`config.mk`:
```
export PLATFORM = sky130hd
export DESIGN_NAME = ldr_top
export DESIGN_NICKNAME = d
export VERILOG_FILES = /design/src/hw/ldr_pkg.sv /design/src/hw/ldr_tick_if.sv /design/src/hw/ldr_pwm.sv /design/src/hw/ldr_tick_gen.sv /design/src/hw/ldr_top.sv
export SDC_FILE = /design/constraint.sdc
export NUM_CORES = 1
export LEC_CHECK = 0
export ABC_AREA = 1
export BUFFER_PORTS_ARGS = -buffer_cell sky130_fd_sc_hd__buf_4
export CORE_UTILIZATION = 64
export CTS_CLUSTER_SIZE = 40
export DETAILED_ROUTE_END_ITERATION = 8
export GPL_TIMING_DRIVEN = 0
export MAX_ROUTING_LAYER = met4
export PLACE_DENSITY = 0.87
export REMOVE_ABC_BUFFERS = 1
export SYNTH_ARGS = -nofsm -noshare
export SYNTH_HDL_FRONTEND = slang
export SYNTH_SLANG_ARGS = --single-unit
export TNS_END_PERCENT = 5
```
`constraint.sdc`:
```
create_clock -name clock_in -period 6.8 [get_ports clock_in]
set_input_delay 0.68 -clock clock_in [delete_from_list [all_inputs] [get_ports clock_in]]
set_output_delay 0.68 -clock clock_in [all_outputs]
set_load 0.02 [all_outputs]
```
`src/hw/ldr_pkg.sv`:
```
package ldr_pkg;

    // ----------------------------------------------------------------
    // Register map
    // ----------------------------------------------------------------
    localparam logic [7:0] ADDR_RAMP_TIMES = 8'h94;
    localparam logic [7:0] ADDR_OFF_DELAY = 8'h95;
    localparam logic [7:0] RAMP_TIMES_RESET = 8'h00;
    localparam logic [7:0] OFF_DELAY_RESET = 8'h00;
    // Bits that exist; the rest are reserved and read as zero
    localparam logic [7:0] RAMP_TIMES_MASK = 8'h3f;
    localparam logic [7:0] OFF_DELAY_MASK = 8'h7f;

    // ----------------------------------------------------------------
    // Field positions
    // ----------------------------------------------------------------
    localparam int RISE_LSB = 3;
    localparam int FALL_LSB = 0;
    localparam int GAP_LSB = 4;
    localparam int HOLD_LSB = 0;
    localparam int PEAK_LSB = 4;
    localparam int FLOOR_LSB = 0;

    // ----------------------------------------------------------------
    // Timing
    // ----------------------------------------------------------------
    localparam int CLK_PERIOD_NS = 10;
    localparam int TICK_PERIOD_NS = 1000000;
    localparam int TICK_CYCLES = TICK_PERIOD_NS / CLK_PERIOD_NS;
    localparam int PWM_STEP_NS = 5000;
    localparam int PWM_STEP_CYCLES =
        (PWM_STEP_NS + CLK_PERIOD_NS - 1) / CLK_PERIOD_NS;
    localparam int PWM_FULL_SCALE = 100;
    localparam int STEP_MS = 250;
    localparam int LONG_CODE_MS = 2000;
    localparam int HOLD_COARSE_MS = 500;
    localparam int HOLD_MAX_MS = 5000;
    localparam int BREATHE_LSB_MS = 32;

    // ----------------------------------------------------------------
    // Types
    // ----------------------------------------------------------------
    typedef logic [12:0] ldr_ms_t;
    typedef logic [6:0] ldr_pct_t;
    typedef enum logic [2:0] {
        ST_FLOOR, ST_RISE, ST_PEAK, ST_HOLD, ST_FALL, ST_GAP
    } ldr_state_t;
    typedef enum logic {MODE_DIRECT, MODE_BREATHE} ldr_mode_t;

    // ----------------------------------------------------------------
    // Duty decode in percent
    // ----------------------------------------------------------------
    localparam ldr_pct_t PEAK_TABLE [16] = '{
        7'h07, 7'h09, 7'h0b, 7'h0e, 7'h11, 7'h14, 7'h17, 7'h1a,
        7'h1e, 7'h23, 7'h28, 7'h2e, 7'h35, 7'h3f, 7'h4d, 7'h64};
    localparam ldr_pct_t FLOOR_TABLE [16] = '{
        7'h00, 7'h07, 7'h09, 7'h0b, 7'h0e, 7'h11, 7'h14, 7'h17,
        7'h1a, 7'h1e, 7'h23, 7'h28, 7'h2e, 7'h35, 7'h3f, 7'h4d};

    // Three-bit ramp or gap code to milliseconds
    function automatic ldr_ms_t ramp_ms(input logic [2:0] code);
        if (code == 3'h7) begin
            ramp_ms = ldr_ms_t'(LONG_CODE_MS);
        end else begin
            ramp_ms = ldr_ms_t'(code) * ldr_ms_t'(STEP_MS);
        end
    endfunction

    // Four-bit hold code to milliseconds
    function automatic ldr_ms_t hold_ms(input logic [3:0] code);
        if (code <= 4'h7) begin
            hold_ms = ldr_ms_t'(code) * ldr_ms_t'(STEP_MS);
        end else if (code <= 4'hc) begin
            hold_ms = ldr_ms_t'(LONG_CODE_MS)
                + ldr_ms_t'(code - 4'h7) * ldr_ms_t'(HOLD_COARSE_MS);
        end else begin
            hold_ms = ldr_ms_t'(HOLD_MAX_MS);
        end
    endfunction

endpackage

```
`src/hw/ldr_tick_if.sv`:
```
interface ldr_tick_if;
    logic tick_ms;
    logic pwm_step;
    modport gen (output tick_ms, output pwm_step);
    modport sink (input tick_ms, input pwm_step);
endinterface

```
`src/hw/ldr_pwm.sv`:
```
module ldr_pwm
    import ldr_pkg::*;
(
    // Clock and reset
    input wire logic clock_in,
    input wire logic rst_in,
    // Enables
    ldr_tick_if.sink ticks,
    // Duty
    input wire ldr_pct_t level_in,
    output logic pwm_on_out
);

    ldr_pct_t phase;

    // ----------------------------------------------------------------
    // Counter over one PWM frame of 100 steps
    // ----------------------------------------------------------------
    always_ff @(posedge clock_in) begin
        if (rst_in) begin
            phase <= 7'h0;
        end else if (ticks.pwm_step) begin
            if (phase == 7'(PWM_FULL_SCALE - 1)) begin
                phase <= 7'h0;
            end else begin
                phase <= phase + 7'h1;
            end
        end
    end

    // Full scale keeps the output high for the whole frame
    always_ff @(posedge clock_in) begin
        if (rst_in) begin
            pwm_on_out <= 1'b0;
        end else begin
            pwm_on_out <= (phase < level_in);
        end
    end

endmodule

```
`src/hw/ldr_tick_gen.sv`:
```
module ldr_tick_gen
    import ldr_pkg::*;
#(
    parameter int TICKS = TICK_CYCLES
) (
    // Clock and reset
    input wire logic clock_in,
    input wire logic rst_in,
    // Enables
    ldr_tick_if.gen ticks
);

    logic [16:0] ms_count;
    logic [8:0] step_count;

    // ----------------------------------------------------------------
    // Millisecond tick: 250 ms is a whole number of these, so no drift
    // ----------------------------------------------------------------
    always_ff @(posedge clock_in) begin
        if (rst_in) begin
            ms_count <= 17'h0;
            ticks.tick_ms <= 1'b0;
        end else if (ms_count == 17'(TICKS - 1)) begin
            ms_count <= 17'h0;
            ticks.tick_ms <= 1'b1;
        end else begin
            ms_count <= ms_count + 17'h1;
            ticks.tick_ms <= 1'b0;
        end
    end

    // ----------------------------------------------------------------
    // PWM step enable
    // ----------------------------------------------------------------
    always_ff @(posedge clock_in) begin
        if (rst_in) begin
            step_count <= 9'h0;
            ticks.pwm_step <= 1'b0;
        end else if (step_count == 9'(PWM_STEP_CYCLES - 1)) begin
            step_count <= 9'h0;
            ticks.pwm_step <= 1'b1;
        end else begin
            step_count <= step_count + 9'h1;
            ticks.pwm_step <= 1'b0;
        end
    end

endmodule

```
`src/hw/ldr_top.sv`:
```
// Overview of operation
// - Rise code sets zero to two second ramp
// - Fall code uses the same time decode
// - Rise moves duty from floor to peak
// - Fall moves duty from peak to floor
// - Rise and fall codes affect Direct only
// - Hold keeps duty where unactuation left it before falling
// - Breathe waits selected gap after each breath
// - Unactuation in Direct starts hold, then falling ramp
// - Four-bit hold code up to five seconds
// - Output combines times, duties, hold and polarity
// - Polarity one normal, zero inverted output
// - Direct duties live, Breathe duties latched
// - Peak upper nibble, floor lower, table decoded
module ldr_top
    import ldr_pkg::*;
#(
    parameter int TICKS = TICK_CYCLES
) (
    // Clock and reset
    input wire logic clock_in,
    input wire logic rst_in,
    // Register port
    input wire logic reg_wr_in,
    input wire logic reg_rd_in,
    input wire logic [7:0] reg_addr_in,
    input wire logic [7:0] reg_wdata_in,
    output logic [7:0] reg_rdata_out,
    // LED control from the rest of the device
    input wire logic actuate_in,
    input wire logic breathe_mode_in,
    input wire logic led_polarity_select_in,
    input wire logic [7:0] direct_duty_in,
    input wire logic [7:0] breathe_duty_in,
    input wire logic [6:0] breathe_period_in,
    // LED drive and status
    output logic led_pwm_out,
    output ldr_pct_t duty_level_out,
    output logic ramp_busy_out
);

    logic [7:0] ramp_times, off_delay;
    ldr_state_t state;
    ldr_mode_t mode_l;
    ldr_pct_t level, br_peak_l, br_floor_l, peak_now, floor_now;
    ldr_pct_t span, entry_floor;
    ldr_ms_t timer, acc, next_acc, ramp_len, br_half_ms;
    ldr_ms_t rise_ms, fall_ms, gap_ms, dly_ms;
    logic [6:0] br_period_l;
    logic pwm_on, ramp_done, step_due;

    ldr_tick_if ticks ();

    ldr_tick_gen #(.TICKS(TICKS)) u_ticks (
        .clock_in(clock_in),
        .rst_in(rst_in),
        .ticks(ticks.gen)
    );

    ldr_pwm u_pwm (
        .clock_in(clock_in),
        .rst_in(rst_in),
        .ticks(ticks.sink),
        .level_in(level),
        .pwm_on_out(pwm_on)
    );

    // ----------------------------------------------------------------
    // Registers
    // ----------------------------------------------------------------
    always_ff @(posedge clock_in) begin
        if (rst_in) begin
            ramp_times <= RAMP_TIMES_RESET;
            off_delay <= OFF_DELAY_RESET;
        end else if (reg_wr_in) begin
            if (reg_addr_in == ADDR_RAMP_TIMES) begin
                ramp_times <= reg_wdata_in & RAMP_TIMES_MASK;
            end
            if (reg_addr_in == ADDR_OFF_DELAY) begin
                off_delay <= reg_wdata_in & OFF_DELAY_MASK;
            end
        end
    end

    // Unmapped addresses read as zero
    always_ff @(posedge clock_in) begin
        if (rst_in) begin
            reg_rdata_out <= 8'h00;
        end else if (reg_rd_in) begin
            case (reg_addr_in)
                ADDR_RAMP_TIMES: reg_rdata_out <= ramp_times;
                ADDR_OFF_DELAY: reg_rdata_out <= off_delay;
                default: reg_rdata_out <= 8'h00;
            endcase
        end
    end

    // ----------------------------------------------------------------
    // Decode of times and duties
    // ----------------------------------------------------------------
    always_comb begin
        rise_ms = ramp_ms(ramp_times[RISE_LSB +: 3]);
        fall_ms = ramp_ms(ramp_times[FALL_LSB +: 3]);
        gap_ms = ramp_ms(off_delay[GAP_LSB +: 3]);
        dly_ms = hold_ms(off_delay[HOLD_LSB +: 4]);
        br_half_ms = ldr_ms_t'(br_period_l)
            * ldr_ms_t'(BREATHE_LSB_MS / 2);
        if (mode_l == MODE_BREATHE) begin
            peak_now = br_peak_l;
            floor_now = br_floor_l;
        end else begin
            peak_now = PEAK_TABLE[direct_duty_in[PEAK_LSB +: 4]];
            floor_now = FLOOR_TABLE[direct_duty_in[FLOOR_LSB +: 4]];
        end
        entry_floor = breathe_mode_in
            ? FLOOR_TABLE[breathe_duty_in[FLOOR_LSB +: 4]] : floor_now;
        // A crossed setting gives a flat ramp instead of a wrap
        span = (peak_now > floor_now) ? peak_now - floor_now : 7'h0;
    end

    // Ramp length depends on the behaviour: codes only steer Direct
    always_comb begin
        if (mode_l == MODE_BREATHE) begin
            ramp_len = br_half_ms;
        end else if (state == ST_FALL) begin
            ramp_len = fall_ms;
        end else begin
            ramp_len = rise_ms;
        end
        // Spread span steps evenly over ramp_len milliseconds
        next_acc = acc + ldr_ms_t'(span);
        step_due = ticks.tick_ms && (next_acc >= ramp_len);
        ramp_done = (ramp_len == 13'h0)
            || (ticks.tick_ms && (timer + 13'h1 >= ramp_len));
    end

    // ----------------------------------------------------------------
    // Breathe settings are loaded every cycle in ST_FLOOR and held from actuation
    // ----------------------------------------------------------------
    always_ff @(posedge clock_in) begin
        if (rst_in) begin
            mode_l <= MODE_DIRECT;
            br_peak_l <= 7'h0;
            br_floor_l <= 7'h0;
            br_period_l <= 7'h0;
        end else if (state == ST_FLOOR) begin
            mode_l <= breathe_mode_in ? MODE_BREATHE : MODE_DIRECT;
            br_peak_l <= PEAK_TABLE[breathe_duty_in[PEAK_LSB +: 4]];
            br_floor_l <= FLOOR_TABLE[breathe_duty_in[FLOOR_LSB +: 4]];
            br_period_l <= breathe_period_in;
        end
    end

    // ----------------------------------------------------------------
    // Sequencer
    // ----------------------------------------------------------------
    always_ff @(posedge clock_in) begin
        if (rst_in) begin
            state <= ST_FLOOR;
            level <= 7'h0;
            timer <= 13'h0;
            acc <= 13'h0;
        end else begin
            case (state)
                ST_FLOOR: begin
                    level <= (mode_l == MODE_DIRECT) ? floor_now : 7'h0;
                    timer <= 13'h0;
                    acc <= 13'h0;
                    if (actuate_in) begin
                        state <= ST_RISE;
                        level <= entry_floor;
                    end
                end
                ST_RISE: begin
                    if (!actuate_in) begin
                        timer <= 13'h0;
                        state <= (mode_l == MODE_DIRECT) ? ST_HOLD
                            : ST_FLOOR;
                    end else if (ramp_done) begin
                        level <= peak_now;
                        timer <= 13'h0;
                        acc <= 13'h0;
                        state <= (mode_l == MODE_DIRECT) ? ST_PEAK
                            : ST_FALL;
                    end else if (ticks.tick_ms) begin
                        timer <= timer + 13'h1;
                        if (step_due) begin
                            acc <= next_acc - ramp_len;
                            if (level < peak_now) begin
                                level <= level + 7'h1;
                            end
                        end else begin
                            acc <= next_acc;
                        end
                    end
                end
                ST_PEAK: begin
                    if (!actuate_in) begin
                        timer <= 13'h0;
                        state <= ST_HOLD;
                    end else begin
                        level <= peak_now;
                    end
                end
                ST_HOLD: begin
                    if (actuate_in) begin
                        timer <= 13'h0;
                        acc <= 13'h0;
                        state <= ST_RISE;
                    end else if (dly_ms == 13'h0 || (ticks.tick_ms
                            && timer + 13'h1 >= dly_ms)) begin
                        timer <= 13'h0;
                        acc <= 13'h0;
                        state <= ST_FALL;
                    end else if (ticks.tick_ms) begin
                        timer <= timer + 13'h1;
                    end
                end
                ST_FALL: begin
                    if (actuate_in == (mode_l == MODE_DIRECT)) begin
                        timer <= 13'h0;
                        acc <= 13'h0;
                        state <= (mode_l == MODE_DIRECT) ? ST_RISE
                            : ST_FLOOR;
                    end else if (ramp_done) begin
                        timer <= 13'h0;
                        level <= (mode_l == MODE_DIRECT) ? floor_now
                            : 7'h0;
                        state <= (mode_l == MODE_DIRECT) ? ST_FLOOR
                            : ST_GAP;
                    end else if (ticks.tick_ms) begin
                        timer <= timer + 13'h1;
                        if (step_due) begin
                            acc <= next_acc - ramp_len;
                            if (level > floor_now) begin
                                level <= level - 7'h1;
                            end
                        end else begin
                            acc <= next_acc;
                        end
                    end
                end
                ST_GAP: begin
                    if (!actuate_in) begin
                        state <= ST_FLOOR;
                    end else if (gap_ms == 13'h0 || (ticks.tick_ms
                            && timer + 13'h1 >= gap_ms)) begin
                        timer <= 13'h0;
                        acc <= 13'h0;
                        level <= floor_now;
                        state <= ST_RISE;
                    end else if (ticks.tick_ms) begin
                        timer <= timer + 13'h1;
                    end
                end
                default: begin
                    state <= ST_FLOOR;
                end
            endcase
        end
    end

    // ----------------------------------------------------------------
    // Outputs
    // ----------------------------------------------------------------
    always_ff @(posedge clock_in) begin
        if (rst_in) begin
            led_pwm_out <= 1'b0;
            duty_level_out <= 7'h0;
            ramp_busy_out <= 1'b0;
        end else begin
            led_pwm_out <= led_polarity_select_in ? pwm_on
                : !pwm_on;
            duty_level_out <= level;
            ramp_busy_out <= (state != ST_FLOOR);
        end
    end
endmodule

```
; Word-level counts from Yosys, hierarchy flattened
; Memory sizes are Yosys's and may differ from the RTL's. A register that Yosys moved wholly into a read port is not among the register bits.
; Index checks and enable logic that the tools add are counted.
; Widths: inputs -> output; s select.
[word_totals]
ff_bits = 117
mem_bits_ro = 448
input_bits = 46
elab_cells = 188
mem_count = 4
[op_classes]
n_addsub = 11
multipliers = 5
order_cmp = 13
n_eq_ne = 32
mux = 75
n_bitwise = 5
n_reduce_logical = 24
[memory_table]
columns = name, depth, word_bits, rd, rd_clocked_by_memory_dff, wr, line_no
row1 = (name not given), 16, 7, 1, 0, 0, ldr_top.sv:149  ; br_floor_l <= FLOOR_TABLE[breathe_duty_in[FLOOR_LSB +: 4]];
row2 = (name not given), 16, 7, 1, 1, 0, ldr_top.sv:148  ; br_peak_l <= PEAK_TABLE[breathe_duty_in[PEAK_LSB +: 4]];
row3 = (name not given), 16, 7, 1, 0, 0, ldr_top.sv:113  ; floor_now = FLOOR_TABLE[direct_duty_in[FLOOR_LSB +: 4]];
row4 = (name not given), 16, 7, 1, 0, 0, ldr_top.sv:112  ; peak_now = PEAK_TABLE[direct_duty_in[PEAK_LSB +: 4]];
[ops]
columns = cell, count
row1 = $mux 13, 23
row2 = $mux 7, 26
row3 = $pmux 13 s6, 1
row4 = $pmux 13 s5, 1
row5 = $ge 13x13->1, 4
row6 = $logic_not 13->1, 3
row7 = $mux 3, 12
row8 = $pmux 7 s5, 1
row9 = $mux 11, 3
row10 = $mul 3x7->10 const B, 3
row11 = $not 4->5, 4
row12 = $ne 3x3->1 const B, 6
row13 = $pmux 3 s6, 1
row14 = $add 17x1->17 const B, 1
row15 = $eq 17x17->1 const B, 1
row16 = $eq 8x8->1 const B, 2
row17 = $eq 3x3->1 const B, 5
row18 = $ge 5x5->1 const B, 3
row19 = $ne 3x2->1 const B, 5
row20 = $add 7x1->7 const B, 2
row21 = $gt 7x7->1, 2
row22 = $lt 7x7->1, 2
row23 = $ne 2x2->1 const B, 7
row24 = $pmux 7 s2, 1
row25 = 32 further kinds, 46

; Logic depth before layout (Yosys ltp)
[logic_depth]
word_depth = 15
ltp_mapped = 43

; Hierarchy
; A second synthesis with hierarchy kept.
[unflattened]
hier_cells = 2023
hier_area_um2 = 13304.0
[by_module_without_submodules]
columns = module, n_inst, cells_per_inst, area_per_inst_um2, seq_area_each_um2
row1 = ldr_top, 1, 1753, 11382.2, 1741.7
row2 = ldr_tick_gen, 1, 192, 1393.8, 560.5
row3 = ldr_pwm, 1, 78, 528.0, 160.2

; Worst setup path before layout
; No wires, ideal clock.
[synth_timing]
kind = flip-flop to flip-flop
start = register off_delay[0]
end = register acc[9]
setup_ns = 0.070
arrival_time_ns = 5.703
required_time_ns = 6.730
path_slack_ns = 1.027
path_stages_with_launch = 32
path_buffers = 1
period_less_slack_ns = 5.773
path_cell_list = dfxtp_1 inv_1 ha_1 xnor2_1 xor2_1 fa_1 inv_1 fa_1 inv_1 fa_1 ha_1 nand2_1 inv_1 o21ai_0 nand3_1 nand2_1 nand2_1 a21oi_1 nand2_1 nand3_1 nand2_1 ha_1 a21oi_1 o21ai_0 a21oi_1 nand3_1 a21boi_0 nand2_2 nand2_2 buf_4 nand2_1 a21oi_1
[synth_via]
elab_chain_len = 10
word_cells_on_any_way = 14
cone_classes = add/sub (2) / mul (2) / order compare (3) / eq/ne (1) / mux (2) / reduce/logical (4)
[synth_rtl]
columns = item, line_no
row1 = start: declaration, ldr_top.sv:42  ; logic [7:0] ramp_times, off_delay;
row2 = start signal: assignment, ldr_top.sv:80  ; off_delay <= reg_wdata_in & OFF_DELAY_MASK;
row3 = $sub 4x3->5, ldr_pkg.sv:75  ; + ldr_ms_t'(code - 4'h7) * ldr_ms_t'(HOLD_COARSE_MS);
row4 = $mul 13x7->11, ldr_pkg.sv:75
row5 = $add 11x13->13, ldr_pkg.sv:75
row6 = $mux 13, ldr_pkg.sv:73  ; end else if (code <= 4'hc) begin
row7 = $mux 13 (*), ldr_pkg.sv:71  ; if (code <= 4'h7) begin
row8 = $ge 13x13->1, ldr_top.sv:211  ; && timer + 13'h1 >= dly_ms)) begin
row9 = $logic_and 1x1->1, ldr_top.sv:211
row10 = $logic_or 1x1->1 (*), ldr_top.sv:210  ; end else if (dly_ms == 13'h0 || (ticks.tick_ms
row11 = $ne 3x3->1 (no line) (*), -
row12 = $reduce_and 6->1 (no line) (*), -
row13 = end signal: assignment, ldr_top.sv:193  ; acc <= next_acc;
row14 = end signal: assignment, ldr_top.sv:234  ; acc <= next_acc - ramp_len;
row15 = end signal: assignment, ldr_top.sv:239  ; acc <= next_acc;
row16 = end: declaration, ldr_top.sv:47  ; ldr_ms_t timer, acc, next_acc, ramp_len, br_half_ms;
; Mark *: on every way between the ends. The rest lies on a longest branch, timed or not.
; A chain may end at the register's enable or synchronous reset.

; Final worst setup path
[layout_timing]
start = input direct_duty_in[1]
end = register level[6]
[layout_via]
elab_chain_len = 12
word_cells_on_any_way = 24
cone_classes = add/sub (2) / order compare (3) / eq/ne (3) / mux (12) / bitwise (1) / reduce/logical (2) / memory (1)
[layout_rtl]
columns = item, line_no
row1 = start: declaration, ldr_top.sv:33  ; input wire logic [7:0] direct_duty_in,
row2 = $not 4->5 (not written as such) (*), ldr_top.sv:113
row3 = $mem_v2 16x7 (*), -
row4 = $mux 7 (not written as such) (*) (2 in series), ldr_top.sv:113
row5 = $mux 7 (*), ldr_top.sv:108  ; if (mode_l == MODE_BREATHE) begin
row6 = $sub 7x7->7 / $gt 7x7->1 (equally long branches), ldr_top.sv:118  ; span = (peak_now > floor_now) ? peak_now - floor_now : 7'h0;
row7 = $mux 7, ldr_top.sv:118
row8 = $add 13x7->13, ldr_top.sv:131  ; next_acc = acc + ldr_ms_t'(span);
row9 = $ge 13x13->1, ldr_top.sv:132  ; step_due = ticks.tick_ms && (next_acc >= ramp_len);
row10 = $logic_and 1x1->1, ldr_top.sv:132
row11 = $ne 3x3->1 (no line), -
row12 = $reduce_and 12->1 (no line), -
row13 = end signal: assignment, ldr_top.sv:166  ; level <= (mode_l == MODE_DIRECT) ? floor_now : 7'h0;
row14 = end signal: assignment, ldr_top.sv:171  ; level <= entry_floor;
row15 = end signal: assignment, ldr_top.sv:180  ; level <= peak_now;
row16 = end: declaration, ldr_top.sv:45  ; ldr_pct_t level, br_peak_l, br_floor_l, peak_now, floor_now;
; Mark *: on every way between the ends. The rest lies on a longest branch, timed or not. The select of a mux whose other input is x is not followed.

==> flow_summary.json <==
{
  "synth_area_per_cell_sq_um": 6.51,
  "grt_pass1_vias": 12600,
  "drive_above_1_share_pct": 8.26,
  "p_sw_share_pct": 51.2,
  "netlist_instances": 2006,
  "fmaxAchievable_mhz": 156,
  "grt_overflow": 0,
  "status": "finished clean",
  "synth_cell_types": 51,
  "gp_congestion": 0.982,
  "die-area_sq_mm": 0.0210,
  "fin_skew_ps": 14.2,
  "cp-end-kind": "register",
  "cts-buffers-inserted": 17,
  "wl_met1_um": 14500,
  "synthTopCellsByCount": "nand2_1 (490), inv_1 (279), nor2_1 (188), ha_1 (176), nand3_1 (149)",
  "pwr-share-comb_pct": 60.6,
  "synth-async-reset-ratio_pct": 0,
  "cp-start-kind": "input pin",
  "place_hpwl_um": 25100,
  "num_rows": 51,
  "nNetsFinal": 2297,
  "hold_viol": 0,
  "num_vias": 13400,
  "stdcell_count": 2323,
  "n_antenna_cell": 0,
  "crit_type": "input pin to register",
  "switchingPower_uw": 2370,
  "synth_ff_type": "dfxtp_1",
  "cp_common_cell": "nor2_1",
  "drt-initial-drc-count": 1292,
  "max-clock-path-buffers": 2,
  "first_pass_iters": 6,
  "cts_tree": "done",
  "antenna_left": 0,
  "netlist.top_cell.by_area": "dfxtp_1",
  "maxCapViolations": 0,
  "portBuffers": 60,
  "post-route-min-period_ps": 6400,
  "ys_seq_area_share_pct": 18.9,
  "crit_arrival_ps": 6720,
  "drc_errors": 0,
  "maxSlewViolCount": 0,
  "grt_max_degree": 45,
  "yosysWarnings": 0,
  "fin_crit_sh_pct": 94.1,
  "cp_slowest_cell": "fa_1",
  "wire_per_inst_um": 14.8,
  "floorplan.initialDensity_pct": 66.2,
  "dpl.cell_count": 2278,
  "synth_edf_count": 0,
  "pwr-share-seq_pct": 19.2,
  "powerDensity_mw_per_mm2": 323,
  "hold_path_class": "register to register",
  "grt_pass1_wl_um": 56700,
  "wl_um": 34300,
  "setup_slack_ps": 399,
  "clk_pin_slew_ps": 60,
  "tightestPinTransition_ps": 1370,
  "p_clk_share_pct": 20.2,
  "cp_max_fo": 19,
  "io_pins": 63,
  "power.internal_uw": 2270,
  "stdcell_area_sq_mm": 0.0144,
  "syn_area_sq_mm": 0.0131,
  "top_layer_used": "met4",
  "rsz0062_at_grt": "false",
  "dieHeight_um": 145,
  "cts_hold_buf": 0,
  "clk-insertion-delay-late_ps": 440,
  "viasPerCell": 5.75,
  "setup_viol": 0,
  "required_ps": 7120,
  "synth_area_leaders": "dfxtp_1 (19%), ha_1 (17%), nand2_1 (14%), inv_1 (8.0%), nand3_1 (5.7%)",
  "die_w_um": 145,
  "cpPeakStageDelay_ps": 410,
  "grt_antenna_before_repair": 0,
  "h-tree-depth": 4,
  "routed-wl-met2_um": 16500,
  "slew_headroom_pct": 8.78,
  "synth.ff_latch_count": 123,
  "cellLeakagePower_uw": 0.00731,
  "track_usage_pct": 34.8,
  "cts_root_buf": "clkbuf_16",
  "synth.most_common_cell": "nand2_1",
  "ir_worst_vdd_v": 0.000277,
  "area_delta_synth_final_pct": 9.97,
  "cts_sinks": 123,
  "dpl-instance-area_sq_mm": 0.0136,
  "dr_wl_met3_um": 2180,
  "synth.top_cell.area_share_pct": 18.9,
  "dp_slack_ps": -713,
  "core_sq_mm": 0.0197
}
-- metal layers --
| layer | up-vias | GRT usage, % |
|---|---|---|
| met4 | 0 | 15.7 |
| li1 | 6614 | - |
| met3 | 105 | 5.59 |
| met1 | 6121 | 40.5 |
| met2 | 517 | 58.9 |
| met5 | - | - |
-- cell families after synthesis --
family	synth area share (%)
and+or+nand+nor	32.2
buffers and inverters	10.3
AOI/OAI and AO/OA	13.1
adders and majority gates	21.5
DFF	18.9
xor gates and xnor gates	4.09
other	0.0287
muxes	0.0767
-- worst paths after layout --
kind	startpoint	end	slack, ps	cells after the start
setup / recovery	direct_duty_in[1]	level[6]$_SDFFE_PP0P_	400	33
hold / removal	u_ticks.ms_count[0]$_SDFF_PP0_	u_ticks.ms_count[0]$_SDFF_PP0_	450	1
setup reg to reg	mode_l$_SDFFE_PP0P_	level[6]$_SDFFE_PP0P_	480	30
hold reg to reg	u_ticks.ms_count[0]$_SDFF_PP0_	u_ticks.ms_count[0]$_SDFF_PP0_	450	1
-- timing repair --
item / 4_1_cts / 5_1_grt
cloned: 1 / 0
buffers inserted: 4 / 8
pin swaps: 0 / 2
endpoints found under the setup margin: 33 / 36
resized for setup: 5 / 19
-- critical path, delay by kind of cell --
family,cells,cell delay (ps)
compound gates,6,1000
xor+xnor,1,190
fa+ha+maj,5,1580
buf+inv,3,270
simple gates,18,2960
-- power by group through the flow --
| stage | combinational (uW) | sequential, uW | clock [uW] |
|---|---|---|---|
| after global routing | 3090 | 901 | 966 |
| after floorplan | 1970 | 896 | 0 |
| after CTS | 2660 | 894 | 933 |
| after global placement | 2530 | 900 | 0 |
| after detailed placement | 2610 | 903 | 0 |
| final | 2810 | 891 | 938 |
-- layout make-up --
cell class | instances | area (sq um)
multi-input combinational | 1543 | 9320
timing repair buffer | 72 | 553
timing repair inverter | 1 | 7.51
tap | 265 | 332
sequential | 123 | 2470
clock inverter | 14 | 155
inverter | 287 | 1090
fill | 1584 | 5360
clock buffer | 18 | 429
-- layout by cell type, fill, tap and decap left out, types with 9 or more instances in the layout --
cell,instances
nand2_1,490
inv_1,275
nor2_1,188
ha_1,176
nand3_1,149
a21oi_1,131
dfxtp_1,119
o21ai_0,107
buf_4,71
xor2_1,49
nand4_1,37
nor3_1,31
fa_1,30
clkbuf_16,17
o22ai_1,14
nand3b_1,11
xnor2_1,10
or2_2,9
-- registers in the layout, summed over array words and instances (netlist names), 6 cells and up --
name / count
u_ticks.ms_count: 17
acc: 13
timer: 13
u_ticks.step_count: 9
br_floor_l: 7
br_peak_l: 7
br_period_l: 7
duty_level_out: 7
level: 7
off_delay: 7
reg_rdata_out: 7
u_pwm.phase: 7
ramp_times: 6
-- metrics by stage --
step | hold WS [ps] | util, % | TNS, ps | total power [uW]
after global routing | 472 | 72.8 | 0 | 4950
after CTS | 449 | 72.1 | 0 | 4490
after floorplan | 418 | - | 0 | 2870
final | 450 | 72.8 | 0 | 4640
after detailed placement | 440 | 68.9 | -8910 | 3510
after global placement | 428 | 68.9 | -5930 | 3430
Note: power is estimated with default switching activity, not from simulation.
